**src/inc/ipp_pkg.sv**
```systemverilog
// Constants, register map and carrier types of the image post-processing unit.
package ipp_pkg;

  localparam logic [31:0] BASE_ADDR    = 32'h1308_0000;
  localparam logic [7:0]  OFF_CONTROL  = 8'h00;
  localparam logic [7:0]  OFF_STATUS   = 8'h04;
  localparam logic [7:0]  OFF_FORMAT   = 8'h08;
  localparam logic [7:0]  OFF_Y_ADDR   = 8'h0c;
  localparam logic [7:0]  OFF_U_ADDR   = 8'h10;
  localparam logic [7:0]  OFF_V_ADDR   = 8'h14;
  localparam logic [7:0]  OFF_D_ADDR   = 8'h18;
  localparam logic [7:0]  OFF_IN_SIZE  = 8'h1c;
  localparam logic [7:0]  OFF_OUT_SIZE = 8'h20;
  localparam logic [7:0]  OFF_LUT_PORT = 8'h24;

  localparam int CB_ENABLE = 0;
  localparam int CB_RUN = 1;
  localparam int CB_HRSZ = 2;
  localparam int CB_VRSZ = 3;
  localparam int CB_CSC = 4;
  localparam int CB_IRQ_EN = 5;
  localparam int CB_SRST = 6;
  localparam int CB_H_UP = 8;
  localparam int CB_V_UP = 9;
  localparam int CB_PACKED = 10;
  localparam int CB_TO_DISP = 11;
  localparam int CB_SRC_PMAP = 12;
  localparam int CB_DST_PMAP = 13;
  localparam int CB_FIELD_MODE = 14;
  localparam int CB_FIELD_LOAD = 15;
  localparam int CB_FIELD_SEL = 16;
  localparam int CB_FIXED_DST = 17;
  localparam int CTRL_W = 18;
  localparam logic [17:0] CTRL_RW_MASK = 18'h3_7f3f;
  localparam logic [17:0] CTRL_RESET   = 18'h0_0000;

  localparam int SB_OUT_END = 0;
  localparam int SB_FORMAT_ERROR_FLAG = 1;
  localparam int SB_SIZE_ERR = 2;
  localparam logic OUT_END_RESET = 1'b1;

  localparam int FB_IN_FMT = 0;
  localparam int FB_OUT_FMT = 19;
  localparam int SZ_W_LSB = 0;
  localparam int SZ_H_LSB = 16;
  localparam int LUT_SEL_BIT = 31;
  localparam int LUT_IDX_LSB = 16;

  localparam logic [1:0] IN_420 = 2'h0;
  localparam logic [1:0] IN_422 = 2'h1;
  localparam logic [1:0] IN_444 = 2'h2;
  localparam logic [1:0] IN_411 = 2'h3;
  localparam logic [1:0] OUT_RGB555 = 2'h0;
  localparam logic [1:0] OUT_RGB565 = 2'h1;
  localparam logic [1:0] OUT_RGB888 = 2'h2;
  localparam logic [1:0] OUT_YUV422 = 2'h3;

  localparam int DIM_W = 12;
  localparam logic [11:0] MIN_DIM = 12'h002;
  localparam logic [11:0] MAX_OUT_W_VRSZ = 12'h320;
  localparam int LUT_DEPTH = 32;
  localparam int STEP_W = 11;
  localparam logic [10:0] STEP_UNIT = 11'h020;
  localparam logic [10:0] STEP_UP_MIN = 11'h010;
  localparam logic [10:0] STEP_DN_MAX = 11'h400;
  localparam int POS_W = 23;

  typedef struct packed {
    logic        req;
    logic [31:0] addr;
    logic        page_map;
  } ipp_rd_t;

  typedef struct packed {
    logic        req;
    logic [31:0] addr;
    logic [31:0] data;
    logic        page_map;
  } ipp_wr_t;

  typedef struct packed {
    logic        valid;
    logic [31:0] data;
  } ipp_disp_t;

  typedef struct packed {
    logic        sel;
    logic        wr;
    logic        rd;
    logic [7:0]  addr;
    logic [31:0] wdata;
  } ipp_bus_t;

endpackage

```
**src/rtl/ipp_color_convert.sv**
```systemverilog
// Pixel colour conversion and packing into one output word.
`timescale 1ns/100ps
`default_nettype none
module ipp_color_convert #(
  parameter int COEF_RV = 359,
  parameter int COEF_GU = 88,
  parameter int COEF_GV = 183,
  parameter int COEF_BU = 454
) (
  input  wire logic [7:0]  luma,
  input  wire logic [7:0]  cb,
  input  wire logic [7:0]  cr,
  input  wire logic        color_convert_enable,
  input  wire logic [1:0]  out_fmt,
  input  wire logic        odd_pixel,
  output logic      [31:0] pixel_word
);

  function automatic logic [7:0] ipp_clamp(input int v);
    if (v < 0) begin
      return 8'h00;
    end
    if (v > 255) begin
      return 8'hff;
    end
    return v[7:0];
  endfunction

  always_comb begin
    int   du;
    int   dv;
    logic [7:0] r;
    logic [7:0] g;
    logic [7:0] b;
    r  = 8'h00;
    g  = 8'h00;
    b  = 8'h00;
    du = int'(cb) - 128;
    dv = int'(cr) - 128;
    if (color_convert_enable) begin
      r = ipp_clamp(int'(luma) + ((COEF_RV * dv) >>> 8));
      g = ipp_clamp(int'(luma) - ((COEF_GU * du + COEF_GV * dv) >>> 8));
      b = ipp_clamp(int'(luma) + ((COEF_BU * du) >>> 8));
    end else begin
      r = luma;
      g = cb;
      b = cr;
    end
    unique case (out_fmt)
      ipp_pkg::OUT_RGB555: pixel_word = {17'h0_0000, r[7:3], g[7:3], b[7:3]};
      ipp_pkg::OUT_RGB565: pixel_word = {16'h0000, r[7:3], g[7:2], b[7:3]};
      ipp_pkg::OUT_RGB888: pixel_word = {8'h00, r, g, b};
      ipp_pkg::OUT_YUV422: pixel_word = {16'h0000, (odd_pixel ? cr : cb), luma};
    endcase
  end

endmodule
`default_nettype wire

```
**src/rtl/ipp_unit.sv**
```systemverilog
// Image post-processing unit: registers, frame fetch engine, resize stepping and output.
`timescale 1ns/100ps
`default_nettype none
module ipp_unit #(
  parameter int LUT_DEPTH = ipp_pkg::LUT_DEPTH
) (
  input  wire logic              sys_clk,
  input  wire logic              rst_n,
  input  wire ipp_pkg::ipp_bus_t reg_bus,
  output logic      [31:0]       reg_rdata,
  output ipp_pkg::ipp_rd_t       mem_rd,
  input  wire logic              mem_rd_ack,
  input  wire logic [31:0]       mem_rd_data,
  output ipp_pkg::ipp_wr_t       mem_wr,
  input  wire logic              mem_wr_ack,
  output ipp_pkg::ipp_disp_t     disp_out,
  input  wire logic              disp_ready,
  input  wire logic              disp_req,
  output logic                   irq_n
);

  typedef enum logic [2:0] {
    IPP_IDLE, IPP_NEXT, IPP_RD_Y, IPP_RD_U, IPP_RD_V, IPP_EMIT, IPP_WAIT_OUT, IPP_HOLD
  } ipp_phase_t;

  typedef struct packed {
    logic [17:0]               ctrl;
    logic                      out_end;
    logic                      format_error_flag;
    logic                      size_err;
    logic [1:0]                in_fmt;
    logic [1:0]                out_fmt;
    logic [31:0]               y_addr;
    logic [31:0]               u_addr;
    logic [31:0]               v_addr;
    logic [31:0]               d_addr;
    logic [11:0]               in_w;
    logic [11:0]               in_h;
    logic [11:0]               out_w;
    logic [11:0]               out_h;
    logic                      field;
    ipp_phase_t                phase;
    logic [11:0]               col;
    logic [11:0]               row;
    logic [ipp_pkg::POS_W-1:0] hpos;
    logic [ipp_pkg::POS_W-1:0] vpos;
    logic                      last;
    logic [7:0]                yb;
    logic [7:0]                ub;
    logic [7:0]                vb;
    logic [31:0]               wptr;
    ipp_pkg::ipp_rd_t          rd;
    ipp_pkg::ipp_wr_t          wr;
    ipp_pkg::ipp_disp_t        disp;
    logic [31:0]               rdata;
    logic                      irq_n;
  } ipp_state_t;

  localparam ipp_state_t STATE_RESET = '{
    ctrl: ipp_pkg::CTRL_RESET, out_end: ipp_pkg::OUT_END_RESET, phase: IPP_IDLE, irq_n: 1'b1, default: '0
  };

  ipp_state_t s_reg;
  ipp_state_t s_next;
  logic [ipp_pkg::STEP_W-1:0] hlut [LUT_DEPTH];
  logic [ipp_pkg::STEP_W-1:0] vlut [LUT_DEPTH];
  logic [31:0] pix_word;

  // Tables are memories: software preloads them and the soft reset leaves them alone.
  always_ff @(posedge sys_clk) begin
    if (reg_bus.sel && reg_bus.wr && reg_bus.addr == ipp_pkg::OFF_LUT_PORT) begin
      if (reg_bus.wdata[ipp_pkg::LUT_SEL_BIT]) begin
        vlut[reg_bus.wdata[ipp_pkg::LUT_IDX_LSB +: 5]] <= reg_bus.wdata[ipp_pkg::STEP_W-1:0];
      end else begin
        hlut[reg_bus.wdata[ipp_pkg::LUT_IDX_LSB +: 5]] <= reg_bus.wdata[ipp_pkg::STEP_W-1:0];
      end
    end
  end

  // Keeps a table step inside the legal range for the chosen direction.
  function automatic logic [ipp_pkg::STEP_W-1:0] ipp_step(input logic [ipp_pkg::STEP_W-1:0] raw,
                                                         input logic en, input logic up);
    if (!en) begin
      return ipp_pkg::STEP_UNIT;
    end
    if (up) begin
      if (raw < ipp_pkg::STEP_UP_MIN) begin
        return ipp_pkg::STEP_UP_MIN;
      end
      return (raw > ipp_pkg::STEP_UNIT) ? ipp_pkg::STEP_UNIT : raw;
    end
    if (raw < ipp_pkg::STEP_UNIT) begin
      return ipp_pkg::STEP_UNIT;
    end
    return (raw > ipp_pkg::STEP_DN_MAX) ? ipp_pkg::STEP_DN_MAX : raw;
  endfunction

  // Source coordinate of a position, held inside the source image.
  function automatic logic [11:0] ipp_src(input logic [ipp_pkg::POS_W-1:0] pos, input logic [11:0] lim);
    logic [ipp_pkg::POS_W-6:0] whole;
    whole = pos[ipp_pkg::POS_W-1:5];
    return (whole >= {6'h00, lim}) ? lim - 12'h001 : whole[11:0];
  endfunction

  // Byte offset of a chroma sample for each planar sampling.
  function automatic logic [31:0] ipp_chroma_off(input logic [1:0] fmt, input logic [11:0] x,
                                                 input logic [11:0] y, input logic [11:0] w);
    unique case (fmt)
      ipp_pkg::IN_420: return ({20'h0_0000, y >> 1} * {20'h0_0000, w >> 1}) + {20'h0_0000, x >> 1};
      ipp_pkg::IN_422: return ({20'h0_0000, y} * {20'h0_0000, w >> 1}) + {20'h0_0000, x >> 1};
      ipp_pkg::IN_444: return ({20'h0_0000, y} * {20'h0_0000, w}) + {20'h0_0000, x};
      ipp_pkg::IN_411: return ({20'h0_0000, y} * {20'h0_0000, w >> 2}) + {20'h0_0000, x >> 2};
    endcase
  endfunction

  function automatic logic [7:0] ipp_lane(input logic [31:0] word, input logic [1:0] lane);
    return word[{lane, 3'h0} +: 8];
  endfunction

  ipp_color_convert u_convert (
    .luma       (s_reg.yb),
    .cb         (s_reg.ub),
    .cr         (s_reg.vb),
    .color_convert_enable     (s_reg.ctrl[ipp_pkg::CB_CSC]),
    .out_fmt    (s_reg.out_fmt),
    .odd_pixel  (s_reg.col[0]),
    .pixel_word (pix_word)
  );

  always_comb begin
    logic [11:0] sx;
    logic [11:0] sy;
    logic [31:0] packed_off;
    logic        wr_ctrl;
    logic        rd_status;
    logic        start;
    logic        done;
    logic [17:0] wctl;
    s_next     = s_reg;
    sx         = ipp_src(s_reg.hpos, s_reg.in_w);
    sy         = ipp_src(s_reg.vpos, s_reg.in_h);
    packed_off = ({20'h0_0000, sy} * {20'h0_0000, s_reg.in_w} + {20'h0_0000, sx[11:1], 1'b0}) << 1;
    wr_ctrl    = reg_bus.sel && reg_bus.wr && reg_bus.addr == ipp_pkg::OFF_CONTROL;
    rd_status  = reg_bus.sel && reg_bus.rd && reg_bus.addr == ipp_pkg::OFF_STATUS;
    wctl       = reg_bus.wdata[ipp_pkg::CTRL_W-1:0];
    start      = 1'b0;
    done       = 1'b0;

    if (reg_bus.sel && reg_bus.rd) begin
      unique case (reg_bus.addr)
        // offsets from base, reserved and trigger bits read zero
        ipp_pkg::OFF_CONTROL:  s_next.rdata = {14'h0000, s_reg.ctrl & ipp_pkg::CTRL_RW_MASK};
        ipp_pkg::OFF_STATUS:   s_next.rdata = {29'h0000_0000, s_reg.size_err, s_reg.format_error_flag, s_reg.out_end};
        ipp_pkg::OFF_FORMAT:   s_next.rdata = {11'h000, s_reg.out_fmt, 17'h0_0000, s_reg.in_fmt};
        ipp_pkg::OFF_Y_ADDR:   s_next.rdata = s_reg.y_addr;
        ipp_pkg::OFF_U_ADDR:   s_next.rdata = s_reg.u_addr;
        ipp_pkg::OFF_V_ADDR:   s_next.rdata = s_reg.v_addr;
        ipp_pkg::OFF_D_ADDR:   s_next.rdata = s_reg.d_addr;
        ipp_pkg::OFF_IN_SIZE:  s_next.rdata = {4'h0, s_reg.in_h, 4'h0, s_reg.in_w};
        ipp_pkg::OFF_OUT_SIZE: s_next.rdata = {4'h0, s_reg.out_h, 4'h0, s_reg.out_w};
        default:               s_next.rdata = 32'h0000_0000;
      endcase
    end

    if (reg_bus.sel && reg_bus.wr) begin
      unique case (reg_bus.addr)
        ipp_pkg::OFF_CONTROL: begin
          s_next.ctrl = (wctl & ipp_pkg::CTRL_RW_MASK & ~18'(1 << ipp_pkg::CB_RUN)) |
                        (s_reg.ctrl & 18'(1 << ipp_pkg::CB_RUN));
          if (wctl[ipp_pkg::CB_FIELD_LOAD]) begin
            s_next.field = wctl[ipp_pkg::CB_FIELD_SEL];
          end else begin
            s_next.ctrl[ipp_pkg::CB_FIELD_SEL] = s_reg.ctrl[ipp_pkg::CB_FIELD_SEL];
          end
          start = wctl[ipp_pkg::CB_RUN] && wctl[ipp_pkg::CB_ENABLE] && s_reg.phase == IPP_IDLE;
        end
        ipp_pkg::OFF_STATUS: begin
          if (!reg_bus.wdata[ipp_pkg::SB_OUT_END]) begin
            s_next.out_end = 1'b0;
          end
        end
        ipp_pkg::OFF_FORMAT: begin
          s_next.in_fmt  = reg_bus.wdata[ipp_pkg::FB_IN_FMT +: 2];
          s_next.out_fmt = reg_bus.wdata[ipp_pkg::FB_OUT_FMT +: 2];
        end
        ipp_pkg::OFF_Y_ADDR:   s_next.y_addr = reg_bus.wdata;
        ipp_pkg::OFF_U_ADDR:   s_next.u_addr = reg_bus.wdata;
        ipp_pkg::OFF_V_ADDR:   s_next.v_addr = reg_bus.wdata;
        ipp_pkg::OFF_D_ADDR:   s_next.d_addr = reg_bus.wdata;
        ipp_pkg::OFF_IN_SIZE: begin
          s_next.in_w = reg_bus.wdata[ipp_pkg::SZ_W_LSB +: ipp_pkg::DIM_W];
          s_next.in_h = reg_bus.wdata[ipp_pkg::SZ_H_LSB +: ipp_pkg::DIM_W];
        end
        ipp_pkg::OFF_OUT_SIZE: begin
          s_next.out_w = reg_bus.wdata[ipp_pkg::SZ_W_LSB +: ipp_pkg::DIM_W];
          s_next.out_h = reg_bus.wdata[ipp_pkg::SZ_H_LSB +: ipp_pkg::DIM_W];
        end
        default: ;
      endcase
    end

    if (start) begin
      s_next.size_err = s_reg.in_w < ipp_pkg::MIN_DIM || s_reg.in_h < ipp_pkg::MIN_DIM ||
                        s_reg.out_w == 12'h000 || s_reg.out_h == 12'h000 ||
                        (wctl[ipp_pkg::CB_VRSZ] && s_reg.out_w > ipp_pkg::MAX_OUT_W_VRSZ);
      // Packed YUV output cannot follow a conversion to RGB.
      s_next.format_error_flag  = wctl[ipp_pkg::CB_CSC] && s_reg.out_fmt == ipp_pkg::OUT_YUV422;
      if (!s_next.size_err && !s_next.format_error_flag) begin
        s_next.ctrl[ipp_pkg::CB_RUN] = 1'b1;
        s_next.out_end = 1'b0;
        s_next.phase   = IPP_NEXT;
        s_next.col     = 12'h000;
        s_next.row     = 12'h000;
        s_next.hpos    = '0;
        s_next.vpos    = '0;
        s_next.last    = 1'b0;
        s_next.wptr    = s_reg.d_addr;
      end
    end

    unique case (s_reg.phase)
      IPP_IDLE: ;
      IPP_NEXT: begin
        if (s_reg.last) begin
          done = 1'b1;
        // rows of the other field are skipped
        end else if (s_reg.ctrl[ipp_pkg::CB_FIELD_MODE] && s_reg.row[0] != s_reg.field) begin
          s_next.row  = s_reg.row + 12'h001;
          s_next.last = s_reg.row == s_reg.out_h - 12'h001;
          s_next.vpos = s_reg.vpos + ipp_pkg::POS_W'(ipp_step(vlut[s_reg.vpos[4:0]],
                        s_reg.ctrl[ipp_pkg::CB_VRSZ], s_reg.ctrl[ipp_pkg::CB_V_UP]));
        end else begin
          s_next.phase = IPP_RD_Y;
        end
      end
      IPP_RD_Y, IPP_RD_U, IPP_RD_V: begin
        // word reads from the source buffers
        if (!s_reg.rd.req) begin
          s_next.rd.req      = 1'b1;
          s_next.rd.page_map = s_reg.ctrl[ipp_pkg::CB_SRC_PMAP];
          if (s_reg.ctrl[ipp_pkg::CB_PACKED]) begin
            s_next.rd.addr = s_reg.y_addr + packed_off;
          end else if (s_reg.phase == IPP_RD_Y) begin
            s_next.rd.addr = s_reg.y_addr + 32'({12'h000, sy} * {12'h000, s_reg.in_w}) + 32'(sx);
          end else if (s_reg.phase == IPP_RD_U) begin
            s_next.rd.addr = s_reg.u_addr + ipp_chroma_off(s_reg.in_fmt, sx, sy, s_reg.in_w);
          end else begin
            s_next.rd.addr = s_reg.v_addr + ipp_chroma_off(s_reg.in_fmt, sx, sy, s_reg.in_w);
          end
        end else if (mem_rd_ack) begin
          s_next.rd.req = 1'b0;
          if (s_reg.ctrl[ipp_pkg::CB_PACKED]) begin
            // Packed word layout is Y0 U Y1 V from the low byte up.
            s_next.yb    = ipp_lane(mem_rd_data, {sx[0], 1'b0});
            s_next.ub    = ipp_lane(mem_rd_data, 2'h1);
            s_next.vb    = ipp_lane(mem_rd_data, 2'h3);
            s_next.phase = IPP_EMIT;
          end else if (s_reg.phase == IPP_RD_Y) begin
            s_next.yb    = ipp_lane(mem_rd_data, s_reg.rd.addr[1:0]);
            s_next.phase = IPP_RD_U;
          end else if (s_reg.phase == IPP_RD_U) begin
            s_next.ub    = ipp_lane(mem_rd_data, s_reg.rd.addr[1:0]);
            s_next.phase = IPP_RD_V;
          end else begin
            s_next.vb    = ipp_lane(mem_rd_data, s_reg.rd.addr[1:0]);
            s_next.phase = IPP_EMIT;
          end
        end
      end
      IPP_EMIT: begin
        if (s_reg.ctrl[ipp_pkg::CB_TO_DISP]) begin
          // direct path to the display FIFO
          s_next.disp.valid = 1'b1;
          s_next.disp.data  = pix_word;
        end else begin
          s_next.wr.req      = 1'b1;
          s_next.wr.addr     = s_reg.wptr;
          s_next.wr.data     = pix_word;
          s_next.wr.page_map = s_reg.ctrl[ipp_pkg::CB_DST_PMAP];
        end
        s_next.phase = IPP_WAIT_OUT;
      end
      IPP_WAIT_OUT: begin
        if ((s_reg.disp.valid && disp_ready) || (s_reg.wr.req && mem_wr_ack)) begin
          s_next.disp.valid = 1'b0;
          s_next.wr.req     = 1'b0;
          if (!s_reg.ctrl[ipp_pkg::CB_FIXED_DST]) begin
            s_next.wptr = s_reg.wptr + 32'h0000_0004;
          end
          s_next.phase = IPP_NEXT;
          if (s_reg.col == s_reg.out_w - 12'h001) begin
            s_next.col  = 12'h000;
            s_next.hpos = '0;
            s_next.row  = s_reg.row + 12'h001;
            s_next.last = s_reg.row == s_reg.out_h - 12'h001;
            s_next.vpos = s_reg.vpos + ipp_pkg::POS_W'(ipp_step(vlut[s_reg.vpos[4:0]],
                          s_reg.ctrl[ipp_pkg::CB_VRSZ], s_reg.ctrl[ipp_pkg::CB_V_UP]));
          end else begin
            s_next.col  = s_reg.col + 12'h001;
            s_next.hpos = s_reg.hpos + ipp_pkg::POS_W'(ipp_step(hlut[s_reg.hpos[4:0]],
                          s_reg.ctrl[ipp_pkg::CB_HRSZ], s_reg.ctrl[ipp_pkg::CB_H_UP]));
          end
        end
      end
      IPP_HOLD: begin
        // first claimant after a display frame
        if (rd_status) begin
          s_next.phase = IPP_IDLE;
        end else if (disp_req) begin
          s_next.out_end = 1'b0;
          s_next.phase   = IPP_NEXT;
          s_next.col     = 12'h000;
          s_next.row     = 12'h000;
          s_next.hpos    = '0;
          s_next.vpos    = '0;
          s_next.last    = 1'b0;
        end
      end
    endcase

    if (done) begin
      // A completion set beats a status clear in the same cycle.
      s_next.out_end = 1'b1;
      s_next.ctrl[ipp_pkg::CB_RUN] = 1'b0;
      if (s_reg.ctrl[ipp_pkg::CB_FIELD_MODE]) begin
        s_next.field = ~s_reg.field;
      end
      s_next.phase = s_reg.ctrl[ipp_pkg::CB_TO_DISP] ? IPP_HOLD : IPP_IDLE;
    end

    // soft reset keeps the read data and takes only the enable bit from the written word
    if (wr_ctrl && wctl[ipp_pkg::CB_SRST]) begin
      s_next = STATE_RESET;
      s_next.ctrl[ipp_pkg::CB_ENABLE] = wctl[ipp_pkg::CB_ENABLE];
      s_next.rdata = s_reg.rdata;
    end

    // active-low request while done is flagged and allowed
    s_next.irq_n = ~(s_next.out_end && s_next.ctrl[ipp_pkg::CB_IRQ_EN]);
  end

  always_ff @(posedge sys_clk or negedge rst_n) begin
    if (!rst_n) begin
      s_reg <= STATE_RESET;
    end else begin
      s_reg <= s_next;
    end
  end

  assign reg_rdata = s_reg.rdata;
  assign mem_rd    = s_reg.rd;
  assign mem_wr    = s_reg.wr;
  assign disp_out  = s_reg.disp;
  assign irq_n     = s_reg.irq_n;

endmodule
`default_nettype wire

```
**config.mk**
```make
export PLATFORM = sky130hd
export DESIGN_NAME = ipp_unit
export DESIGN_NICKNAME = d
export VERILOG_FILES = /design/src/inc/ipp_pkg.sv /design/src/rtl/ipp_color_convert.sv /design/src/rtl/ipp_unit.sv
export SDC_FILE = /design/constraint.sdc
export NUM_CORES = 2
export LEC_CHECK = 0
export CAP_MARGIN = 20
export CORE_ASPECT_RATIO = 0.6
export CORE_MARGIN = 4
export CORE_UTILIZATION = 46
export CTS_BUF_LIST = sky130_fd_sc_hd__clkbuf_16
export DETAILED_ROUTE_END_ITERATION = 16
export DONT_BUFFER_PORTS = 1
export PLACE_DENSITY_LB_ADDON = 0.3
export SKIP_CTS_REPAIR_TIMING = 1
export SLEW_MARGIN = 30
export SYNTH_ARGS = -nofsm -noshare
export SYNTH_HDL_FRONTEND = slang
export SYNTH_SLANG_ARGS = --single-unit
```
**constraint.sdc**
```tcl
create_clock -name sys_clk -period 17.2 [get_ports sys_clk]
set_clock_uncertainty 0.15 [all_clocks]
set_input_delay 1.72 -clock sys_clk [delete_from_list [all_inputs] [get_ports sys_clk]]
set_output_delay 1.72 -clock sys_clk [all_outputs]
set_load 0.01 [all_outputs]
```
==> results.json <==
{
  "status": "complete, no violations",
  "worst_pin_slew_ns": 1.16,
  "dieHeight_microns": 325,
  "hold_viol": 0,
  "start_util_pct": 46.6,
  "numCtsBuffers": 112,
  "initialDrtViolationCount": 8246,
  "clock_path_buffers": 3,
  "drc": 0,
  "cts_sinks": 1183,
  "async_reset_ff_share_pct": 40.5,
  "worstSetupEndpointType": "register",
  "fill_cells": 14661,
  "antenna_found_initial": 12,
  "rsz0062_at_grt": "false",
  "p_int_uw": 9360,
  "grt_use_total_pct": 30.7,
  "setup_viol": 0,
  "cp_slowest_cell": "mux2i_1",
  "switchingPower_uw": 8890,
  "tritoncts": "built",
  "netlist_instances": 7104,
  "p_sw_share_pct": 48.7,
  "clockPowerShare_pct": 14.0,
  "hpwlAfterDp_microns": 203000,
  "rows": 115,
  "routabilityCongestion": 1.01,
  "grt_overflow": 0,
  "final_area_sq_um": 82100,
  "grt_pass1_wl_microns": 392000,
  "worstPathArrival_ns": 13.12,
  "drive_above_1_share_pct": 9.89,
  "fmax_ghz": 0.0793,
  "firstDrtPassIters": 10,
  "grt_max_degree": 199,
  "ys_ff_latch": 1183,
  "worstPathMaxFanout": 19,
  "period_share_pct": 73.4,
  "synth_edf_count": 704,
  "ios": 247,
  "grt_pass1_vias": 54234,
  "maxSlewViolCount": 0,
  "rrSetupSlack_ns": 4.58,
  "place_area_sq_um": 78300,
  "vias": 57715,
  "final_nets": 7694,
  "synth_area_per_cell_sq_um": 10.8,
  "seqPwrFrac_pct": 19.1,
  "avgViaCountPerCell": 6.29,
  "syn_area_sq_um": 76800,
  "drv_cap": 0,
  "irDropWorstVdd_mv": 0.807,
  "regArea_sq_um": 33100,
  "coreArea_sq_um": 165000,
  "final_util_pct": 49.8,
  "fin_hold_ws_ns": 0.348,
  "p_comb_share_pct": 66.9,
  "cts.htree.levels": 3,
  "ys.flop_type": "edfxtp_1",
  "finalSetupTns_ns": 0,
  "period_needed_ns": 12.62,
  "insertion_delay_ns": 0.79,
  "p_total_uw": 18200,
  "avgRoutedWirePerCell_microns": 29.6,
  "p_leak_uw": 0.0334,
  "port_buffers": 0,
  "root_buffer": "clkbuf_16",
  "final_antenna_net_count": 0,
  "startpoint_type": "register",
  "path_clk_slew_ns": 0.07,
  "hold_class": "reg2reg",
  "multi_input_area_sq_um": 39600,
  "cp.required_ns": 17.70,
  "dieWidth_microns": 536,
  "seq_area_frac_synth_pct": 43.1,
  "ys_warn_count": 0,
  "worstSetupPathType": "reg2reg",
  "synthToLayoutAreaGrowth_pct": 6.89,
  "cpPeakStageDelay_ns": 0.74,
  "dieArea_sq_um": 174000,
  "p_per_area_nw_per_um2": 222,
  "synth_cell_types": 105,
  "max_slew_margin_pct": 21.8,
  "drt-total-wl_microns": 271000
}
==> cell usage after synthesis, types with 68 or more instances <==
| library cell | number | share of area [%] |
|---|---|---|
| nand2_1 | 868 | 4.2 |
| edfxtp_1 | 704 | 28 |
| a21oi_1 | 533 | 3.5 |
| nor2_1 | 520 | 2.5 |
| inv_1 | 518 | 2.5 |
| ha_1 | 492 | 8.0 |
| dfrtp_1 | 477 | 16 |
| fa_1 | 275 | 7.2 |
| clkbuf_1 | 266 | 1.3 |
| mux4_2 | 241 | 7.1 |
| o21ai_0 | 225 | 1.5 |
| xnor2_1 | 209 | 2.4 |
| buf_4 | 167 | 1.6 |
| nand3_1 | 125 | 0.81 |
| nor3_1 | 108 | 0.70 |
| xor2_1 | 101 | 1.2 |
| a21o_1 | 92 | 0.90 |
| a31oi_1 | 76 | 0.62 |
| mux2i_1 | 68 | 0.89 |
==> worst max-delay path: cells and delay by family (launching register included) <==
family | cells | cell delay (ns)
compound gates | 22 | 4.72
fa+ha+maj | 9 | 3.84
mux | 2 | 1.39
simple gates | 5 | 0.85
buf+inv | 5 | 0.60
xor+xnor | 3 | 0.56
flops | 1 | 0.43
==> routing by layer <==
| metal | track usage [%] | share of wire [%] |
|---|---|---|
| met5 | 0.768 | 0.073 |
| met4 | 7.31 | 2.6 |
| met3 | 14.0 | 15 |
| met2 | 38.3 | 38 |
| met1 | 47.4 | 44 |
==> final cells by class <==
type / instances / share of cell area (%)
Sequential cell: 1183 / 40.4
Inverter: 527 / 2.41
Multi-Input combinational cell: 4921 / 48.2
Clock inverter: 99 / 1.11
Antenna cell: 10 / 0.0305
Tap cell: 2223 / 3.39
Clock buffer: 112 / 3.41
Timing Repair Buffer: 101 / 1.09
==> cells by family (layout without fill, tap and decap cells) <==
kind of cell	after synthesis	after routing	synth area share, %
AND/OR/NAND/NOR	2001	2001	11.6
buffers and inverters	1015	839	5.85
AO/OA/AOI/OAI	1495	1495	12.5
flip-flops	1183	1183	43.1
XOR/XNOR	310	310	3.53
multiplexers	332	332	8.29
adder cells (fa/ha/maj)	767	767	15.2
other	1	26	0.00488
==> metrics by stage <==
step / instances / setup WS (ns)
floorplan: 7119 / 6.51
global placement: 8949 / 4.87
detailed placement: 8953 / 4.79
CTS: 9164 / 4.79
global route: 9167 / 4.04
finish: 9176 / 4.58
==> placed cells by master, fill, tap and decap left out, types with 38 or more instances in the layout <==
master and n:
a221oi_1 41, xor2_1 101, edfxtp_1 704, nand2_1 862, buf_4 93, and2_1 66
o21bai_1 45, mux4_2 241, a31oi_1 74, nor2b_1 50, o21a_1 50, xnor2_1 208
inv_1 537, clkbuf_16 112, o21ai_0 220, a21oi_1 530, a21o_1 92, fa_1 275
ha_1 492, and3_1 54, a22oi_1 63, o21ai_1 54, a211oi_1 38, nand2b_1 42
nand3_1 124, dfrtp_1 471, nor3_1 102, a22o_1 43, nor2_1 448, mux2i_1 67
nor2_2 71
==> worst paths after layout <==
path	cells past startpoint	to	from
worst max-delay path	46	mem_rd[32]	s_reg[322]
worst min-delay path	1	s_reg[267]	s_reg[267]
worst max register to register	46	mem_rd[32]	s_reg[322]
worst min register to register	1	s_reg[267]	s_reg[267]
max in group asynchronous	3	s_reg[434]	rst_n
min in group asynchronous	0	s_reg[267]	rst_n
==> power groups by stage <==
stage               registers (uW)  clock network (uW)  logic, uW
floorplan                     3320                   0       9020
global placement              3540                   0      11500
detailed placement            3540                   0      11800
CTS                           3480                2580      11900
global route                  3500                2700      13500
finish                        3490                2550      12200
(Power assumes the default switching activity.)
